===== config.mk =====
export PLATFORM = sky130hd
export DESIGN_NAME = htx_transmit_byte_port
export DESIGN_NICKNAME = d
export VERILOG_FILES = /design/src/design/htx_pkg.sv /design/src/design/htx_transmit_byte_port.sv
export SDC_FILE = /design/constraint.sdc
export NUM_CORES = 1
export LEC_CHECK = 0
export BUFFER_PORTS_ARGS = -buffer_cell sky130_fd_sc_hd__buf_4
export CORE_MARGIN = 2
export CORE_UTILIZATION = 55
export DETAILED_ROUTE_END_ITERATION = 12
export MAX_ROUTING_LAYER = met4
export PLACE_DENSITY_LB_ADDON = 0.25
export SYNTH_ARGS = -nofsm -noshare
export SYNTH_HDL_FRONTEND = slang
export SYNTH_SLANG_ARGS = --single-unit

===== constraint.sdc =====
create_clock -name ref_clk_in -period 3.7 [get_ports ref_clk_in]
set_input_delay 0 -clock ref_clk_in [delete_from_list [all_inputs] [get_ports ref_clk_in]]
set_output_delay 0 -clock ref_clk_in [all_outputs]
set_load 0.05 [all_outputs]

===== src/design/htx_pkg.sv =====
// Shared constants and carrier types of the HDLC transmit byte port.
// Assumes one 25 MHz system clock; the line bit rate is an enable from it.
package htx_pkg;
  localparam int unsigned CLK_FREQ_HZ   = 25_000_000;
  localparam int unsigned LINE_DS3_HZ   = 44_736_000;
  localparam int unsigned LINE_E3_HZ    = 34_368_000;
  localparam int unsigned BITS_PER_BYTE = 8;
  // Shortest bit time (DS3) rounds down, but never below one clock cycle.
  localparam int unsigned LINE_BIT_CYC  =
    (CLK_FREQ_HZ / LINE_DS3_HZ > 0) ? CLK_FREQ_HZ / LINE_DS3_HZ : 1;
  localparam int unsigned FIFO_WORDS    = 8;

  localparam logic [7:0]  FLAG_OCTET    = 8'h7E;
  localparam logic [7:0]  ABORT_OCTET   = 8'h7F;
  localparam logic [2:0]  BYTE_LAST     = 3'h7;
  localparam logic [2:0]  STUFF_RUN     = 3'h5;
  localparam logic [5:0]  FCS16_LEN     = 6'h10;
  localparam logic [5:0]  FCS32_LEN     = 6'h20;
  localparam logic [31:0] CRC16_POLY    = 32'h0000_8408;
  localparam logic [31:0] CRC32_POLY    = 32'hEDB8_8320;
  localparam logic [31:0] CRC_INIT      = 32'hFFFF_FFFF;
  localparam logic [31:0] CRC16_MASK    = 32'h0000_FFFF;

  typedef enum logic [1:0] {
    HTX_FLAG,
    HTX_DATA,
    HTX_FCS,
    HTX_ABORT
  } htx_state_e;

  typedef struct packed {
    logic       is_check;
    logic [7:0] octet;
  } htx_entry_s;

  typedef struct packed {
    logic       send_msg;
    logic       append_check;
    logic [7:0] bus;
  } htx_pins_s;
endpackage


===== src/design/htx_transmit_byte_port.sv =====
// HDLC transmit byte port: demand-clocked byte intake, FIFO, framer.
// Assumes the terminal equipment changes its pins on the falling demand edge.
// Summary of operation
// - While send-message is high and append-check low, latch the byte bus at each demand rise.
// - Latched bytes enter the frame payload in arrival order.
// - While send-message is low, the byte bus is ignored.
// - With nothing to send, emit a continuous stream of 0x7E flags.
// - Append-check starts the check-value trailer of the current frame.
// - The demand clock output asks for the next byte once per demand period.
// - Demand clock runs at byte rate and slows when stuffing takes bandwidth.
// - Insert a zero after five consecutive ones inside the frame.
// - Check select high gives 32-bit check, low gives 16-bit.
// - The byte interface is active only while packet mode is enabled.

module htx_fifo #(
  parameter int unsigned WIDTH = 9,
  parameter int unsigned DEPTH = 8
) (
  input  wire logic             ref_clk_in,
  input  wire logic             sys_rst_in,
  input  wire logic             in_valid_in,
  input  wire logic [WIDTH-1:0] in_data_in,
  output logic                  in_ready_out,
  output logic                  out_valid_out,
  output logic [WIDTH-1:0]      out_data_out,
  input  wire logic             out_ready_in
);
  localparam int unsigned AW = (DEPTH > 1) ? $clog2(DEPTH) : 1;

  typedef struct packed {
    logic [DEPTH-1:0][WIDTH-1:0] mem;
    logic [AW-1:0]               wp;
    logic [AW-1:0]               rp;
    logic [AW:0]                 cnt;
  } htx_fifo_s;

  htx_fifo_s q;
  htx_fifo_s d;
  logic      push;
  logic      pop;

  assign in_ready_out  = (q.cnt != (AW+1)'(DEPTH));
  assign out_valid_out = (q.cnt != '0);
  assign out_data_out  = q.mem[q.rp];
  assign push          = in_valid_in && in_ready_out;
  assign pop           = out_valid_out && out_ready_in;

  always_comb
  begin
    d = q;
    if (push)
    begin
      d.mem[q.wp] = in_data_in;
      d.wp = (q.wp == AW'(DEPTH-1)) ? '0 : q.wp + AW'(1);
    end
    if (pop)
    begin
      d.rp = (q.rp == AW'(DEPTH-1)) ? '0 : q.rp + AW'(1);
    end
    d.cnt = q.cnt + (AW+1)'(push) - (AW+1)'(pop);
  end

  always_ff @(posedge ref_clk_in)
  begin
    if (sys_rst_in)
      q <= '0;
    else
      q <= d;
  end
endmodule // htx_fifo

module htx_transmit_byte_port
  import htx_pkg::*;
#(
  parameter int unsigned BIT_CYC = LINE_BIT_CYC,
  parameter int unsigned DEPTH   = FIFO_WORDS
) (
  input  wire logic       ref_clk_in,
  input  wire logic       sys_rst_in,
  input  wire logic       packet_mode_en_in,
  input  wire logic       crc32_sel_in,
  input  wire logic       send_msg_cmd_in,
  input  wire logic       append_check_cmd_in,
  input  wire logic [7:0] tx_byte_bus_in,
  output logic            tx_byte_demand_clock_out,
  output logic            line_bit_out,
  output logic            line_bit_valid_out,
  output logic            frame_active_out
);
  localparam int unsigned HALF = (BITS_PER_BYTE / 2) * BIT_CYC;
  localparam int unsigned DW   = $clog2(HALF + 1);
  localparam int unsigned BW   = $clog2(BIT_CYC + 1);
  localparam int unsigned EW   = $bits(htx_entry_s);

  typedef struct packed {
    htx_pins_s     s1;
    htx_pins_s     s2;
    logic [DW-1:0] dem_cnt;
    logic          dem_clk;
    logic          prev_append;
    logic [BW-1:0] bit_cnt;
    htx_state_e    st;
    logic [7:0]    shreg;
    logic [2:0]    bit_idx;
    logic [5:0]    fcs_left;
    logic [2:0]    ones;
    logic [31:0]   crc;
    logic          crc32;
    logic          bit_q;
    logic          valid_q;
    logic          active_q;
  } htx_top_s;

  localparam htx_top_s RST = '{
    s1: '0, s2: '0, dem_cnt: '0, dem_clk: 1'b0, prev_append: 1'b0,
    bit_cnt: '0, st: HTX_FLAG, shreg: FLAG_OCTET, bit_idx: '0,
    fcs_left: '0, ones: '0, crc: CRC_INIT, crc32: 1'b0,
    bit_q: 1'b0, valid_q: 1'b0, active_q: 1'b0};

  htx_top_s   q;
  htx_top_s   d;
  logic       rise;
  logic       push_valid;
  htx_entry_s push_entry;
  logic       fifo_in_ready;
  logic       fifo_out_valid;
  htx_entry_s fifo_out;
  logic       pop;
  logic       line_en;
  logic       stuff;
  logic       tx_bit;
  logic       unit_end;
  logic [31:0] crc_nx;
  logic [31:0] poly;

  assign tx_byte_demand_clock_out = q.dem_clk;
  assign line_bit_out             = q.bit_q;
  assign line_bit_valid_out       = q.valid_q;
  assign frame_active_out         = q.active_q;

  // A rise is only made when the FIFO can take the byte, so back-pressure
  // from stuffing stretches the low phase instead of dropping data.
  assign rise = (q.dem_cnt == DW'(HALF-1)) && !q.dem_clk
                && packet_mode_en_in && fifo_in_ready;
  assign line_en = (q.bit_cnt == BW'(BIT_CYC-1));
  // A run of ones left by the last check bit must be broken in the flag state
  // too, or the far end strips the first flag bit as a stuffed zero.
  assign stuff = (q.ones == STUFF_RUN);
  assign tx_bit = (q.st == HTX_FCS) ? q.crc[0] : q.shreg[0];
  assign unit_end = (q.st == HTX_FCS) ? (q.fcs_left == 6'h01)
                                      : (q.bit_idx == BYTE_LAST);
  assign poly = q.crc32 ? CRC32_POLY : CRC16_POLY;

  always_comb
  begin
    push_valid = 1'b0;
    push_entry = '0;
    if (rise)
    begin
      // The synced bus is two cycles old; the far end changed it at the
      // falling edge half a period earlier, so it has settled by now.
      if (q.s2.append_check)
      begin
        // Later periods of a two- or four-period hold carry no new token.
        push_valid = !q.prev_append;
        push_entry.is_check = 1'b1;
      end
      else if (q.s2.send_msg)
      begin
        push_valid = 1'b1;
        push_entry.octet = q.s2.bus;
      end
    end
  end

  htx_fifo #(
    .WIDTH (EW),
    .DEPTH (DEPTH)
  ) u_fifo (
    .ref_clk_in    (ref_clk_in),
    .sys_rst_in    (sys_rst_in),
    .in_valid_in   (push_valid),
    .in_data_in    (push_entry),
    .in_ready_out  (fifo_in_ready),
    .out_valid_out (fifo_out_valid),
    .out_data_out  (fifo_out),
    .out_ready_in  (pop)
  );

  always_comb
  begin
    d = q;
    pop = 1'b0;
    crc_nx = q.crc;
    d.s1 = '{send_msg: send_msg_cmd_in, append_check: append_check_cmd_in,
             bus: tx_byte_bus_in};
    d.s2 = q.s1;

    // Demand clock divider, one phase per HALF cycles.
    if (q.dem_cnt != DW'(HALF-1))
      d.dem_cnt = q.dem_cnt + DW'(1);
    else if (q.dem_clk)
    begin
      d.dem_cnt = '0;
      d.dem_clk = 1'b0;
    end
    else if (rise)
    begin
      d.dem_cnt = '0;
      d.dem_clk = 1'b1;
      d.prev_append = q.s2.append_check;
    end

    d.valid_q = line_en;
    d.bit_cnt = line_en ? '0 : q.bit_cnt + BW'(1);
    if (line_en)
    begin
      if (stuff)
      begin
        d.bit_q = 1'b0;
        d.ones = '0;
      end
      else
      begin
        d.bit_q = tx_bit;
        if (q.st == HTX_DATA || q.st == HTX_FCS)
          d.ones = tx_bit ? q.ones + 3'h1 : '0;
        else
          d.ones = '0;
        if (q.st == HTX_DATA)
        begin
          crc_nx = (q.crc >> 1) ^ (((q.crc[0] ^ tx_bit)) ? poly : '0);
          d.crc = crc_nx;
        end
        if (q.st == HTX_FCS)
        begin
          d.crc = q.crc >> 1;
          d.fcs_left = q.fcs_left - 6'h01;
        end
        d.shreg = q.shreg >> 1;
        d.bit_idx = q.bit_idx + 3'h1;
        if (unit_end)
        begin
          d.bit_idx = '0;
          d.shreg = FLAG_OCTET;
          d.st = HTX_FLAG;
          case (q.st)
            HTX_FLAG:
            begin
              if (fifo_out_valid)
              begin
                pop = 1'b1;
                // A check token outside a frame is stray and dropped.
                if (!fifo_out.is_check)
                begin
                  d.st = HTX_DATA;
                  d.shreg = fifo_out.octet;
                  d.crc = crc32_sel_in ? CRC_INIT : (CRC_INIT & CRC16_MASK);
                  d.crc32 = crc32_sel_in;
                end
              end
            end
            HTX_DATA:
            begin
              if (fifo_out_valid && !fifo_out.is_check)
              begin
                pop = 1'b1;
                d.st = HTX_DATA;
                d.shreg = fifo_out.octet;
              end
              else if (fifo_out_valid)
              begin
                pop = 1'b1;
                d.st = HTX_FCS;
                d.crc = ~crc_nx & (q.crc32 ? CRC_INIT : CRC16_MASK);
                d.fcs_left = q.crc32 ? FCS32_LEN : FCS16_LEN;
              end
              else
              begin
                // Underrun mid-frame: the frame cannot be saved, so abort it.
                d.st = HTX_ABORT;
                d.shreg = ABORT_OCTET;
              end
            end
            HTX_FCS: d.st = HTX_FLAG;
            HTX_ABORT: d.st = HTX_FLAG;
            default: d.st = HTX_FLAG;
          endcase
        end
      end
    end
    d.active_q = (d.st != HTX_FLAG);
  end

  always_ff @(posedge ref_clk_in)
  begin
    if (sys_rst_in)
      q <= RST;
    else
      q <= d;
  end

  sample_on_rise_a: assert property (@(posedge ref_clk_in) disable iff (sys_rst_in)
    rise && q.s2.send_msg && !q.s2.append_check
    |-> push_valid && !push_entry.is_check && push_entry.octet == q.s2.bus)
    else $error("Byte not latched at demand rise.");

  ignore_bus_a: assert property (@(posedge ref_clk_in) disable iff (sys_rst_in)
    !q.s2.send_msg && !q.s2.append_check |-> !push_valid)
    else $error("Byte latched while send-message low.");

  idle_flag_a: assert property (@(posedge ref_clk_in) disable iff (sys_rst_in)
    line_en && q.st == HTX_FLAG
    |=> line_bit_out == FLAG_OCTET[$past(q.bit_idx)] && line_bit_valid_out)
    else $error("Idle bit is not a flag bit.");

  check_token_a: assert property (@(posedge ref_clk_in) disable iff (sys_rst_in)
    rise && q.s2.append_check |-> push_valid == !q.prev_append
      && (!push_valid || push_entry.is_check))
    else $error("Check token push wrong.");

  demand_high_a: assert property (@(posedge ref_clk_in) disable iff (sys_rst_in)
    $rose(tx_byte_demand_clock_out) |-> tx_byte_demand_clock_out [*4] ##1
      !tx_byte_demand_clock_out)
    else $error("Demand clock high phase wrong.");

  stall_full_a: assert property (@(posedge ref_clk_in) disable iff (sys_rst_in)
    !fifo_in_ready |=> !$rose(tx_byte_demand_clock_out))
    else $error("Demand rise while buffer full.");

  disabled_quiet_a: assert property (@(posedge ref_clk_in) disable iff (sys_rst_in)
    !packet_mode_en_in |=> !$rose(tx_byte_demand_clock_out))
    else $error("Demand rise while packet mode off.");

  stuff_zero_a: assert property (@(posedge ref_clk_in) disable iff (sys_rst_in)
    line_en && stuff |=> !line_bit_out && q.ones == 3'h0)
    else $error("Missing stuffed zero.");

  check_len_a: assert property (@(posedge ref_clk_in) disable iff (sys_rst_in)
    q.st == HTX_FCS && $past(q.st) == HTX_DATA
    |-> q.fcs_left == (q.crc32 ? FCS32_LEN : FCS16_LEN))
    else $error("Check length does not follow select.");

  closing_flag_a: assert property (@(posedge ref_clk_in) disable iff (sys_rst_in)
    q.st == HTX_FLAG && $past(q.st) == HTX_FCS
    |-> q.shreg == FLAG_OCTET && q.bit_idx == 3'h0)
    else $error("No closing flag after check.");
endmodule // htx_transmit_byte_port


Yosys cells after proc, flatten, opt, wreduce, memory -nomap -nowiden --
Cells that the tools add are included. Widths: inputs -> output; s select.
Word-level totals: logic and storage cells 143, bits in writable memories 0, ROM bits 0, output and inout bits 4, bits in latches 0, memories kept 0, register bits after elaboration 166
Operators by class: order comparisons 3, $add $sub $neg 9, divide/modulo/power cells 0, multiply operators 0, reductions and logical operators 20, mux-type cells 60, shift-type cells 0, eq/ne operators 11, bitwise gates (word level) 9
Operators by type and width (number):
- $mux 32 | 10
- $mux 33 | 4
- $bwmux 72 | 1
- $pmux 32 s2 | 1
- $mux 56 | 1
- $mux 19 | 2
- $mux 9 | 4
- $and 32x32->32 | 1
- $not 32->32 | 1
- $xor 31x32->32 | 1
- $mux 6 | 5
- $bmux 9 s3 | 1
- $demux 9 s3 | 1
- $mux 10 | 2
- $mux 3 | 6
- $mux 8 | 2
- $pmux 8 s2 | 1
- $add 3x1->3 const B | 5
- $mux 1 | 15
- $eq 3x3->1 const B | 4
- $lt 3x4->1 const B | 2
- $logic_and 1x1->1 | 7
- $eq 6x1->1 const B | 1
- $pmux 2 s3 | 1
- 25 further kinds | 33

Longest topological paths before layout --
Gate-level depths: netlist of run 1.
depth after elaboration 17, mapped depth 15

Modules after synthesis --
A second synthesis of run 1 with hierarchy kept.
Second synthesis, totals: cells, all modules 913, area total of the unflattened synthesis 8466.9 µm²
By module, submodules not included:
- htx_transmit_byte_port | area each 4424.2 µm², cells each 549, times used 1, seq. area each 1681.6 µm²
- htx_fifo | area each 4042.6 µm², cells each 364, times used 1, seq. area each 1641.6 µm²

Least setup slack after synthesis of run 1 --
No wires, ideal clock.
path type flip-flop to flip-flop, from reg q[56] (netlist name), to reg u_fifo.q[2] (netlist name), data required time 3.572 ns, setup slack 0.982 ns, period minus slack after synthesis 2.718 ns, cell stages (with the launch flop) 15, arrival time 2.590 ns, cell sequence dfxtp_1 -> inv_1 -> ha_1 -> clkbuf_1 -> nor2b_1 -> a31o_2 -> clkbuf_1 -> nand3_1 -> inv_1 -> ha_1 -> inv_1 -> ha_1 -> fa_1 -> xnor2_1 -> nor2_1
Between the ends: cells in the longest elaborated chain, start to end 7
RTL lines:
- start, declared | RTL line htx_transmit_byte_port.sv:120 | htx_top_s q;
- start signal, assigned | RTL line htx_transmit_byte_port.sv:298 | q <= RST;
- start signal, assigned | RTL line htx_transmit_byte_port.sv:300 | q <= d;
- $eq 2x1->1 (tied with other cells) | RTL line htx_transmit_byte_port.sv:247 | case (q.st)
- $pmux 1 s2 or $mux 1 (tied branches) | RTL line htx_transmit_byte_port.sv:247, htx_transmit_byte_port.sv:150
- $mux 1 (*) | RTL line htx_transmit_byte_port.sv:242 | if (unit_end)
- $mux 1 (*) | RTL line htx_transmit_byte_port.sv:218 | if (stuff)
- $mux 1 (*) | RTL line htx_transmit_byte_port.sv:216 | if (line_en)
- $logic_and 1x1->1 (*) | RTL line htx_transmit_byte_port.sv:46 | assign pop = out_valid_out && out_ready_in;
- via u_fifo.pop | RTL line htx_transmit_byte_port.sv:40 | logic pop;
- $sub 4x1->4 (*) | RTL line htx_transmit_byte_port.sv:60 | d.cnt = q.cnt + (AW+1)'(push) - (AW+1)'(pop);
- end signal, assigned | RTL line htx_transmit_byte_port.sv:66 | q <= '0;
- end signal, assigned | RTL line htx_transmit_byte_port.sv:68 | q <= d;
- end, declared | RTL line htx_transmit_byte_port.sv:37 | htx_fifo_s q;
The timed path passes the listed nets; every way through them passes the cells marked *. A chain may end at the register's enable or synchronous reset.

==> results_dict.tcl, run 1 <==
set metrics [dict create \
    hold_path_class "in -> reg" \
    initial_utilization_pct 55.60 \
    critical_path_peak_fanout 14 \
    clk_latency_ns 0.43 \
    globalRoute.totalOverflow 0 \
    cts.sinks 166 \
    synth_enable_flop_cells 0 \
    max_cap_violations 0 \
    maximum_number_of_pins_on_one_net_before_global_route_repair 72 \
    detail_route.drc_violations 0 \
    max-vdd-ir-drop_uv 490.8 \
    synthCells 852 \
    finalPower_mw 3.807 \
    ys_seq_area_share_pct 41.60 \
    synthesis.area_per_instance_um2 9.377 \
    cts_tree "built" \
    half_perimeter_wire_length_after_placement_um 10850 \
    max_slew.worst_pin.slew_ns 1.149 \
    global_route.usage.met3_pct 4.940 \
    cp_data_arrival_time_ns 3.08 \
    detailroute.via_count 6227 \
    finalMaxSlewViolations 0 \
    hold_path_end "q[61]$_SDFFE_PP0P_" \
    cells_resized_by_post_cts_repair 0 \
    gr-usage-all-layers_pct 23.13 \
    flow.area_growth_from_synthesis_pct 11.78 \
    clock.fmax_mhz 357.6 \
    timing.setup.critical_path_class "reg -> reg" \
    post_route_cells_drive_above_1_share_pct 12.51 \
    final.setup_skew_ns 0.008716 \
    period_share_pct 75.58 \
    async_reset_ff_share_pct 0 \
    hold_path.startpoint "packet_mode_en_in" \
    core_region_area_um2 14370 \
    max-clock-path-buffers 2 \
    finalSetupViolations 0 \
    regToRegEndpoint "u_fifo.q[1]$_SDFF_PP0_" \
    postSynth.topFlopCell "sky130_fd_sc_hd__dfxtp_1" \
    via_per_inst 5.947 \
    outcome "completed" \
    use_met1_pct 28.48 \
    detail_route.wl_per_cell_um 16.42 \
    detail_route.wirelength_um 17190 \
    synth_fp_nets 888 \
    regToRegSetupSlack_ns 0.90 \
    max_slew_margin_pct 23.33 \
    initial_detailed_routing_violation_count 504 \
    gr-usage-met2_pct 37.35 \
    total_leakage_power_nw 3.311 \
    cts.htree.levels 4 \
    layout.nets 886 \
    pwr_density_cell_nw_per_um2 426.4 \
    final_antenna_net_count 0 \
    rsz0062_at_grt "false" \
    setup_total_negative_slack_ns 0 \
    grt_pass1_wl_um 28790 \
    placementRows 44 \
    first_pass_iters 5 \
    worst_reg_to_reg_path_cell_count 7 \
    floorplan.io_pins 18 \
    final-hold-violation-count 0 \
    cts_buffers 17 \
    initial_antenna_violation_count 0 \
    die_area_um2 15510 \
    synth.lib_cells_used.distinct 58 \
    die-width_um 124.5 \
    gp_routability_congestion 0.8210 \
    fp.dieH_um 124.5 \
    worst_setup_path_start_kind "flop" \
    synth_seq_cells 166 \
    ant_diodes 0 \
    clockRootBuffer "sky130_fd_sc_hd__clkbuf_16" \
    layout_common_cells "166 x sky130_fd_sc_hd__dfxtp_1, 118 x sky130_fd_sc_hd__nor2_1, 95 x sky130_fd_sc_hd__mux2i_1, 59 x sky130_fd_sc_hd__nand2_1, 40 x sky130_fd_sc_hd__buf_4" \
    crit_path_end_kind "flop" \
    timing.final.crit_period_ns 2.796 \
    clkSlewWorstSetupHoldPaths_ns 0.07 \
    grt-busiest-layer "met2" \
    timing.rr.start "q[61]$_SDFFE_PP0P_" \
    first_global_vias 5987 \
    io_buffers 17 \
    yosysWarnings 0 \
    critical_path_required_ns 3.98 \
    holdPathStages 4 \
    syn_area_um2 7989 \
    layout_commonest_cell "sky130_fd_sc_hd__dfxtp_1" \
]
[synth_stat cells, types with 6 or more instances]
cell type | number | area [um^2]
sky130_fd_sc_hd__dfxtp_1 | 166 | 3323
sky130_fd_sc_hd__nor2_1 | 118 | 442.9
sky130_fd_sc_hd__mux2i_1 | 95 | 950.9
sky130_fd_sc_hd__nand2_1 | 59 | 221.5
sky130_fd_sc_hd__clkbuf_1 | 45 | 168.9
sky130_fd_sc_hd__a21oi_1 | 35 | 175.2
sky130_fd_sc_hd__nor2b_1 | 33 | 206.5
sky130_fd_sc_hd__o2111ai_1 | 28 | 245.2
sky130_fd_sc_hd__ha_1 | 21 | 262.8
sky130_fd_sc_hd__inv_1 | 18 | 67.56
sky130_fd_sc_hd__mux4_2 | 18 | 405.4
sky130_fd_sc_hd__or3_1 | 18 | 112.6
sky130_fd_sc_hd__buf_2 | 16 | 80.08
sky130_fd_sc_hd__o21ai_0 | 16 | 80.08
sky130_fd_sc_hd__xnor2_1 | 16 | 140.1
sky130_fd_sc_hd__nor3_1 | 12 | 60.06
sky130_fd_sc_hd__o22ai_1 | 12 | 75.07
sky130_fd_sc_hd__a41oi_1 | 11 | 96.34
sky130_fd_sc_hd__nand2b_1 | 9 | 56.30
sky130_fd_sc_hd__a211oi_1 | 8 | 60.06
sky130_fd_sc_hd__and2_0 | 8 | 50.05
sky130_fd_sc_hd__buf_1 | 7 | 26.28
sky130_fd_sc_hd__nand3_1 | 7 | 35.03
sky130_fd_sc_hd__nor3b_1 | 6 | 45.04
[how the worst max path moves through the flow]
stage | startpoint | endpoint | slack, ns | cells after the start
finish | q[61]$_SDFFE_PP0P_ | u_fifo.q[1]$_SDFF_PP0_ | 0.90 | 7
global placement | q[45]$_SDFFE_PP0P_ | u_fifo.q[2]$_SDFF_PP0_ | 1.05 | 12
CTS | q[61]$_SDFFE_PP0P_ | u_fifo.q[1]$_SDFF_PP0_ | 0.93 | 7
detailed placement | q[61]$_SDFFE_PP0P_ | u_fifo.q[1]$_SDFF_PP0_ | 0.93 | 7
global route | q[61]$_SDFFE_PP0P_ | u_fifo.q[36]$_SDFFE_PP0P_ | 0.65 | 7
floorplan | q[56]$_SDFF_PP0_ | u_fifo.q[2]$_SDFF_PP0_ | 0.98 | 14
[cell families (layout without fill, tap and decap cells)]
logic type | Yosys count | after routing | synth area share, %
AOI/OAI and AO/OA | 140 | 140 | 12.23
xor gates and xnor gates | 21 | 21 | 2.302
adders and majority gates | 22 | 22 | 3.540
buffers and inverters | 89 | 100 | 4.589
DFF | 166 | 166 | 41.60
muxes | 116 | 116 | 17.54
other | 1 | 1 | 0.04694
and+or+nand+nor | 297 | 297 | 18.15
[what timing repair did]
action	in CTS	in global routing
buffers inserted	0	0
hold buffers	10	0
endpoints found under the hold margin	10	0
[power breakdown]
group | total (mW) | leakage, nW | switching, mW | internal (mW)
combinational | 0.205 | 1.67 | 0.118 | 0.0874
sequential | 1.87 | 1.35 | 0.0378 | 1.83
clock | 1.73 | 0.287 | 0.765 | 0.967
[sequential cells by signal (all words and copies together), names as in the netlist]
register and cells:
d 10, frame_active_out 1, line_bit_out 1, line_bit_valid_out 1, q 70, tx_byte_demand_clock_out 1, u_fifo.q 82
[stage by stage]
stage / util [%] / instance area (um^2) / worst slack (ns) / std cells / hold WS, ns
after floorplan: - / 7989 / 0.9820 / 852 / 0.1282
after global placement: 57.42 / 8250 / 1.046 / 1005 / 0.2121
after detailed placement: 57.42 / 8250 / 0.9275 / 1005 / 0.2164
after CTS: 62.15 / 8930 / 0.9309 / 1047 / 0.03608
after global routing: 62.15 / 8930 / 0.6479 / 1047 / 0.08603
final: 62.15 / 8930 / 0.9036 / 1047 / 0.05692
[layer usage]
layer  up-vias  wire [um]
met5         -          0
met4         0        306
met3        31        559
met2       128       8604
met1      3051       7719
li1       3017          -
[cell type report]
type                       instances  area, um^2
inverter                          18       67.56
multi-input combinational        597        4329
clock inverter                    13       136.4
tap                              184       230.2
clock buffer                      19       442.9
timing repair buffer              50       400.4
fill                            1156        5439
sequential                       166        3323
[worst max-delay path: stages, from the launching register on]
cell,delay (ns)
sky130_fd_sc_hd__dfxtp_1,0.36
sky130_fd_sc_hd__ha_1,0.19
sky130_fd_sc_hd__nor3b_1,0.43
sky130_fd_sc_hd__o2111ai_1,0.64
sky130_fd_sc_hd__inv_1,0.27
sky130_fd_sc_hd__ha_1,0.23
sky130_fd_sc_hd__fa_1,0.41
sky130_fd_sc_hd__nor2b_1,0.13
No activity file was read; power rests on OpenSTA's default activity.
==> run 2: changes to the inputs <==
--- a/config.mk
+++ b/config.mk
@@ -5,6 +5,7 @@
 export SDC_FILE = /design/constraint.sdc
 export NUM_CORES = 1
 export LEC_CHECK = 0
+export ABC_AREA = 1
 export BUFFER_PORTS_ARGS = -buffer_cell sky130_fd_sc_hd__buf_4
 export CORE_MARGIN = 2
 export CORE_UTILIZATION = 55
==> constraint.sdc (replaced) <==
create_clock -name ref_clk_in -period 2.5 [get_ports ref_clk_in]
set_input_delay 0 -clock ref_clk_in [delete_from_list [all_inputs] [get_ports ref_clk_in]]
set_output_delay 0 -clock ref_clk_in [all_outputs]
set_load 0.05 [all_outputs]
==> run 2 against run 1 <==
Clock skew up 0.0030 ns. Hold slack better by 0.068 ns. Clock power up 49%. Synthesized cell count up 43%. Via count up 28%. Die area up 8.0%. First-iteration DRC count up 50%. Largest power group unchanged.
==> results_dict.tcl, run 2 <==
set metrics [dict create \
    outcome "completed" \
    syn_area_um2 8648 \
    worst_setup_path_start_kind "flop" \
    detailroute.via_count 7966 \
    timing.final.crit_period_ns 2.387 \
    postSynth.topFlopCell "sky130_fd_sc_hd__dfxtp_1" \
    final.setup_skew_ns 0.01174 \
    placementRows 45 \
    layout.nets 1273 \
    synthCells 1221 \
    cts.htree.levels 4 \
    gr-usage-all-layers_pct 27.32 \
    crit_path_end_kind "flop" \
    regToRegSetupSlack_ns 0.11 \
    setup_total_negative_slack_ns 0 \
    critical_path_peak_fanout 4 \
    final_cell_count_no_fill 1461 \
    globalRoute.totalOverflow 0 \
    cells_taking_the_most_area_after_synthesis "sky130_fd_sc_hd__dfxtp_1 38%, sky130_fd_sc_hd__nand2_1 11%, sky130_fd_sc_hd__a21oi_1 8.1%" \
    cts.sinks 166 \
    layout_common_cells "249 x sky130_fd_sc_hd__nand2_1, 166 x sky130_fd_sc_hd__dfxtp_1, 139 x sky130_fd_sc_hd__a21oi_1, 119 x sky130_fd_sc_hd__inv_1, 109 x sky130_fd_sc_hd__nor2_1" \
    max-clock-path-buffers 2 \
    floorplan.io_pins 18 \
    synth.top_cell.area_share_pct 38.43 \
    yosys-mux-area-fraction_pct 0.6944 \
    detail_route.wirelength_um 21210 \
    synth_compound_gate_area_share_pct 20.27 \
    synth_commonest_cells "251 x sky130_fd_sc_hd__nand2_1, 166 x sky130_fd_sc_hd__dfxtp_1, 140 x sky130_fd_sc_hd__a21oi_1" \
    synthesis.area_per_instance_um2 7.083 \
    max_cap_violations 0 \
    detail_route.wl_per_cell_um 14.52 \
    cp_slowest_stage_delay_ns 0.46 \
    flow.area_growth_from_synthesis_pct 12.46 \
    finalSetupViolations 0 \
    post_synth_xor_area_fraction_pct 0.5064 \
    synthDominantAreaCellType "sky130_fd_sc_hd__dfxtp_1" \
    synth.lib_cells_used.distinct 49 \
    initial_detailed_routing_violation_count 754 \
    timing.setup.critical_path_class "reg -> reg" \
    max_slew_margin_pct 49.02 \
    final-hold-violation-count 0 \
    yosysWarnings 0 \
    initial_utilization_pct 56.68 \
    ant_diodes 0 \
    period_share_pct 95.46 \
    max_slew.worst_pin.slew_ns 0.7648 \
    grt_pass1_wl_um 35560 \
    critical_path_buf_inv_count 5 \
    post-route-cell-area_um2 9726 \
    fp.dieH_um 129.4 \
    finalMaxSlewViolations 0 \
    gp_routability_congestion 0.9054 \
    core_region_area_um2 15260 \
    first_pass_iters 6 \
    final_antenna_net_count 0 \
    largest_reg_flops 82 \
    synth_top_family_by_area "simple AND/OR/NAND/NOR gates" \
    half_perimeter_wire_length_after_placement_um 13820 \
    via_per_inst 5.452 \
    clock.fmax_mhz 419.0 \
    die-width_um 129.4 \
    detailed_place.area_um2 8984 \
    cts_buffers 17 \
    series_of_cell_instances_along_the_critical_path "inv_2, ha_2, inv_2, nor2_1, nand4_1, nand2_2, nand2_2, nor2_4, nand2_2, inv_1, ha_1, inv_1, ha_1, fa_2, inv_1, nor2_1" \
    synth_enable_flop_cells 0 \
    synth_fp_nets 1257 \
    clk_latency_ns 0.43 \
    detail_route.drc_violations 0 \
    ys_seq_area_share_pct 38.43 \
    synth_seq_cells 166 \
    place_ws_ns -0.002108 \
    synth-simple-area-share_pct 27.23 \
    io_buffers 17 \
    first_global_vias 7138 \
    synth_fa_ha_area_share_pct 3.270 \
    crit_family "adder cells" \
    pwr_density_cell_nw_per_um2 588.8 \
    cp_data_arrival_time_ns 2.69 \
    worst_hold_slack_after_final_layout_ns 0.1246 \
    layout_commonest_cell "sky130_fd_sc_hd__nand2_1" \
    worst_path_max_delay_cell "sky130_fd_sc_hd__fa_2" \
    async_reset_ff_share_pct 0 \
    post-place-cells 1415 \
    hold_path_class "in -> reg" \
    cts_tree "built" \
    total_leakage_power_nw 4.170 \
    initial_antenna_violation_count 0 \
    maximum_number_of_pins_on_one_net_before_global_route_repair 66 \
    post_route_cells_drive_above_1_share_pct 13.84 \
    clkSlewWorstSetupHoldPaths_ns 0.07 \
    critical_path_required_ns 2.80 \
    clockRootBuffer "sky130_fd_sc_hd__clkbuf_16" \
    die_area_um2 16740 \
    post-synth-top-count-cell "sky130_fd_sc_hd__nand2_1" \
    largest-register "u_fifo.q" \
    finalWorstSetupSlack_ns 0.1134 \
    max-vdd-ir-drop_uv 455.1 \
]
==> run 2: cell types whose count changed after synthesis, sizes merged, moves of 28 or more <==
cell,previous run,this run
nor2b,33,0
o21ai,21,116
inv,18,130
nand2,59,269
a21oi,35,140
mux2i,96,6
nand3,7,86
o2111ai,28,0
==> run 2: kinds of logic after synthesis <==
family	Yosys count
other	1
DFF	166
muxes	6
xor gates and xnor gates	5
adders and majority gates	22
and+or+nand+nor	517
AOI/OAI and AO/OA	305
buffers and inverters	199
==> run 2: area by class of cell <==
class	instances	area, um^2
Clock buffer	17	425.4
Clock inverter	15	163.9
Fill cell	1357	5533
Inverter	133	504.2
Multi-Input combinational cell	856	4517
Sequential cell	166	3323
Tap cell	211	264.0
Timing Repair Buffer	63	528.0
==> run 2: report_power, final <==
group	switching (mW)	leakage [nW]	internal [mW]
Combinational	0.230	2.54	0.145
Sequential	0.0560	1.35	2.71
Clock	1.24	0.282	1.34
==> run 2: metrics by stage <==
stage | utilization (%) | power (mW)
4_1_cts | 63.53 | 5.743
3_3_place_gp | 58.88 | 3.172
5_1_grt | 63.74 | 5.947
6_report | 63.74 | 5.727
3_5_place_dp | 58.88 | 3.183
2_1_floorplan | - | 3.087
==> run 2: path summary, 6_finish.rpt <==
path / from / endpoint / cells past startpoint
max: q[56]$_SDFF_PP0_ / u_fifo.q[1]$_SDFF_PP0_ / 16
min: sys_rst_in / q[63]$_SDFFE_PP0P_ / 4
max reg2reg: q[56]$_SDFF_PP0_ / u_fifo.q[1]$_SDFF_PP0_ / 16
min reg2reg: d[72]$_SDFF_PP0_ / q[72]$_SDFF_PP0_ / 2
==> run 2: metal layers <==
metal  share of wire [%]  GRT usage (%)  up-vias
met2                  44          39.60      253
met3                 6.6          5.285       23
met1                  48          38.68     3632
li1                    -              -     4058
met4                 1.1          8.120        0
met5                   0              -        -
==> run 2: worst reg2reg max path: stages, from the launching register on <==
cell                      delay, ns
sky130_fd_sc_hd__dfxtp_1       0.32
sky130_fd_sc_hd__inv_2         0.09
sky130_fd_sc_hd__ha_2          0.19
sky130_fd_sc_hd__inv_2         0.06
sky130_fd_sc_hd__nor2_1        0.08
sky130_fd_sc_hd__nand4_1       0.11
sky130_fd_sc_hd__nand2_2       0.10
sky130_fd_sc_hd__nand2_2       0.06
sky130_fd_sc_hd__nor2_4        0.10
sky130_fd_sc_hd__nand2_2       0.07
sky130_fd_sc_hd__inv_1         0.06
sky130_fd_sc_hd__ha_1          0.22
sky130_fd_sc_hd__inv_1         0.06
sky130_fd_sc_hd__ha_1          0.20
sky130_fd_sc_hd__fa_2          0.46
sky130_fd_sc_hd__inv_1         0.07
sky130_fd_sc_hd__nor2_1        0.03
==> run 2: repair_timing <==
action	in CTS	in global routing
hold endpoints to repair	13	0
hold buffers	12	0
gates cloned	0	0
resized for setup	1	7
setup endpoints to repair	2	12
pin swaps	0	1
setup buffers	0	2
==> run 3: changes to the inputs <==
==> constraint.sdc (replaced) <==
create_clock -name ref_clk_in -period 2 [get_ports ref_clk_in]
set_input_delay 0.1 -clock ref_clk_in [delete_from_list [all_inputs] [get_ports ref_clk_in]]
set_output_delay 0.1 -clock ref_clk_in [all_outputs]
set_load 0.05 [all_outputs]
==> run 3 against run 2 <==
The flow now finishes with violations (setup timing). Hold slack worse by 0.012 ns. Count of clock-buffer cells in the layout up 4. Clock skew down 0.0024 ns. Final cell count up 4.4%.
==> results_dict.tcl, run 3 (synthesized netlist as in run 2, its figures left out) <==
set metrics [dict create \
    outcome "finished with violations" \
    violations "setup timing" \
    core_region_area_um2 15260 \
    final.setup_skew_ns 0.009329 \
    post-route-cell-area_um2 10710 \
    max-clock-path-buffers 2 \
    clk_latency_ns 0.44 \
    gp_routability_congestion 0.8913 \
    worst_setup_path_start_kind "flop" \
    detailed_place.area_um2 9504 \
    detail_route.wirelength_um 23390 \
    max_slew_margin_pct 53.20 \
    layout.nets 1337 \
    timing.rr.start "q[56]$_SDFF_PP0_" \
    rsz0062_at_grt "true" \
    timing.final.crit_period_ns 2.254 \
    detailroute.via_count 8518 \
    finalSetupViolations 16 \
    regToRegEndpoint "u_fifo.q[1]$_SDFF_PP0_" \
    critical_path_required_ns 2.30 \
    regToRegSetupSlack_ns -0.25 \
    largest-register "u_fifo.q" \
    worst_hold_slack_after_final_layout_ns 0.1128 \
    gr-usage-all-layers_pct 28.23 \
    initial_utilization_pct 56.68 \
    n_fill_cell 1162 \
    flow.area_growth_from_synthesis_pct 23.81 \
    maximum_number_of_pins_on_one_net_before_global_route_repair 121 \
    hold_path.startpoint "packet_mode_en_in" \
    detail_route.wl_per_cell_um 15.34 \
    grt_pass1_wl_um 36800 \
    floorplan.io_pins 18 \
    finalMaxSlewViolations 0 \
    timing.setup.critical_path_class "reg -> reg" \
    io_buffers 17 \
    initial_antenna_violation_count 0 \
    final_core_util_pct 70.18 \
    max-vdd-ir-drop_uv 696.2 \
    cts_buffers 17 \
    series_of_cell_instances_along_the_critical_path "inv_2, ha_4, inv_4, nor2_1, nand4_1, nand2_2, nand2_2, nor2_4, nand2_2, inv_2, ha_4, inv_4, ha_4, fa_2, inv_1, nor2_1" \
    globalRoute.totalOverflow 0 \
    layout_commonest_cell "sky130_fd_sc_hd__nand2_1" \
    layout_common_cells "241 x sky130_fd_sc_hd__nand2_1, 163 x sky130_fd_sc_hd__dfxtp_1, 137 x sky130_fd_sc_hd__a21oi_1, 114 x sky130_fd_sc_hd__inv_1, 97 x sky130_fd_sc_hd__nor2_1" \
    clockRootBuffer "sky130_fd_sc_hd__clkbuf_16" \
    pwr_density_cell_nw_per_um2 690.4 \
    initial_detailed_routing_violation_count 1015 \
    finalWorstSetupSlack_ns -0.2537 \
    clock.fmax_mhz 443.7 \
    via_per_inst 5.586 \
    finalPower_mw 7.393 \
    cts.sinks 166 \
    critical_path_peak_fanout 3 \
    final_cell_count_no_fill 1525 \
    first_global_vias 7512 \
    first_pass_iters 6 \
    final-hold-violation-count 0 \
    max_cap_violations 0 \
    hold_path_end "tx_byte_demand_clock_out$_SDFFE_PP0P_" \
    clkSlewWorstSetupHoldPaths_ns 0.07 \
    holdPathStages 4 \
    period_share_pct 112.7 \
    setup_total_negative_slack_ns -0.8225 \
    fp.dieH_um 129.4 \
    total_leakage_power_nw 4.581 \
    post_route_cells_drive_above_1_share_pct 21.61 \
    cp_data_arrival_time_ns 2.55 \
    worst_reg_to_reg_path_cell_count 16 \
    cts_tree "built" \
    ant_diodes 0 \
    cts.htree.levels 4 \
    final_antenna_net_count 0 \
    die-width_um 129.4 \
    place_ws_ns -0.2160 \
    half_perimeter_wire_length_after_placement_um 14500 \
    largest_reg_flops 82 \
    hold_path_class "in -> reg" \
    max_slew.worst_pin.slew_ns 0.6994 \
    crit_path_end_kind "flop" \
    detail_route.drc_violations 0 \
    placementRows 45 \
    worst_path_max_delay_cell "sky130_fd_sc_hd__fa_2" \
    post-place-cells 1467 \
    die_area_um2 16740 \
    cp_slowest_stage_delay_ns 0.42 \
]
-- run 3: changes by cell type in the layout (fill, tap and decap cells not counted), moves of 5 or more --
| cell | before | now |
|---|---|---|
| sky130_fd_sc_hd__buf_12 | 2 | 13 |
| sky130_fd_sc_hd__buf_4 | 49 | 93 |
| sky130_fd_sc_hd__buf_6 | 0 | 9 |
| sky130_fd_sc_hd__ha_1 | 20 | 15 |
| sky130_fd_sc_hd__inv_1 | 119 | 114 |
| sky130_fd_sc_hd__nand2_1 | 249 | 241 |
| sky130_fd_sc_hd__nor2_1 | 109 | 97 |
| sky130_fd_sc_hd__nor2_4 | 4 | 17 |
| sky130_fd_sc_hd__o21ai_0 | 93 | 84 |
| sky130_fd_sc_hd__o21ai_2 | 11 | 16 |
-- run 3: cell type report --
| type | instances | area [um^2] | share of cell area (%) |
|---|---|---|---|
| clock buffer | 21 | 470.5 | 4.394 |
| clock inverter | 11 | 137.6 | 1.285 |
| inverter | 133 | 516.7 | 4.826 |
| multi-input combinational | 856 | 4792 | 44.75 |
| sequential | 166 | 3327 | 31.07 |
| tap | 211 | 264.0 | 2.466 |
| timing repair buffer | 127 | 1200 | 11.21 |
-- run 3: layer usage --
metal | vias to the layer above | wire length [um] | global-route usage (%)
li1 | 4179 | - | -
met1 | 3914 | 10610 | 39.22
met2 | 375 | 10600 | 42.26
met3 | 50 | 1743 | 4.542
met4 | 0 | 434 | 8.887
met5 | - | 0 | -
-- run 3: power breakdown --
group          switching [mW]  internal, mW  leakage (nW)
clock network            1.43          1.97         0.289
registers              0.0699          3.39          1.35
logic                   0.315         0.221          2.94
-- run 3: worst max-delay path, delay by kind of cell (launching register included) --
family	cells	cell delay, ns
and+or+nand+nor	7	0.58
DFF	1	0.33
adders and majority gates	4	0.89
buffers and inverters	5	0.30
-- run 3: worst max-delay path by stage --
stage / start / end / cells after the start / slack, ns
after floorplan: q[56]$_SDFF_PP0_ / u_fifo.q[1]$_SDFF_PP0_ / 17 / -0.41
after global placement: q[45]$_SDFFE_PP0P_ / u_fifo.q[1]$_SDFF_PP0_ / 14 / -0.18
after detailed placement: q[45]$_SDFFE_PP0P_ / u_fifo.q[1]$_SDFF_PP0_ / 14 / -0.22
after CTS: q[56]$_SDFF_PP0_ / u_fifo.q[1]$_SDFF_PP0_ / 16 / -0.19
after global routing: q[56]$_SDFF_PP0_ / u_fifo.q[1]$_SDFF_PP0_ / 16 / -0.35
final: q[56]$_SDFF_PP0_ / u_fifo.q[1]$_SDFF_PP0_ / 16 / -0.25
-- run 3: timing repair --
item / in CTS / in global routing
pin swaps: 10 / 9
cloned: 0 / 1
hold buffers: 10 / 0
hold endpoints to repair: 10 / 0
setup buffers: 4 / 12
setup endpoints to repair: 29 / 93
resized for setup: 11 / 76
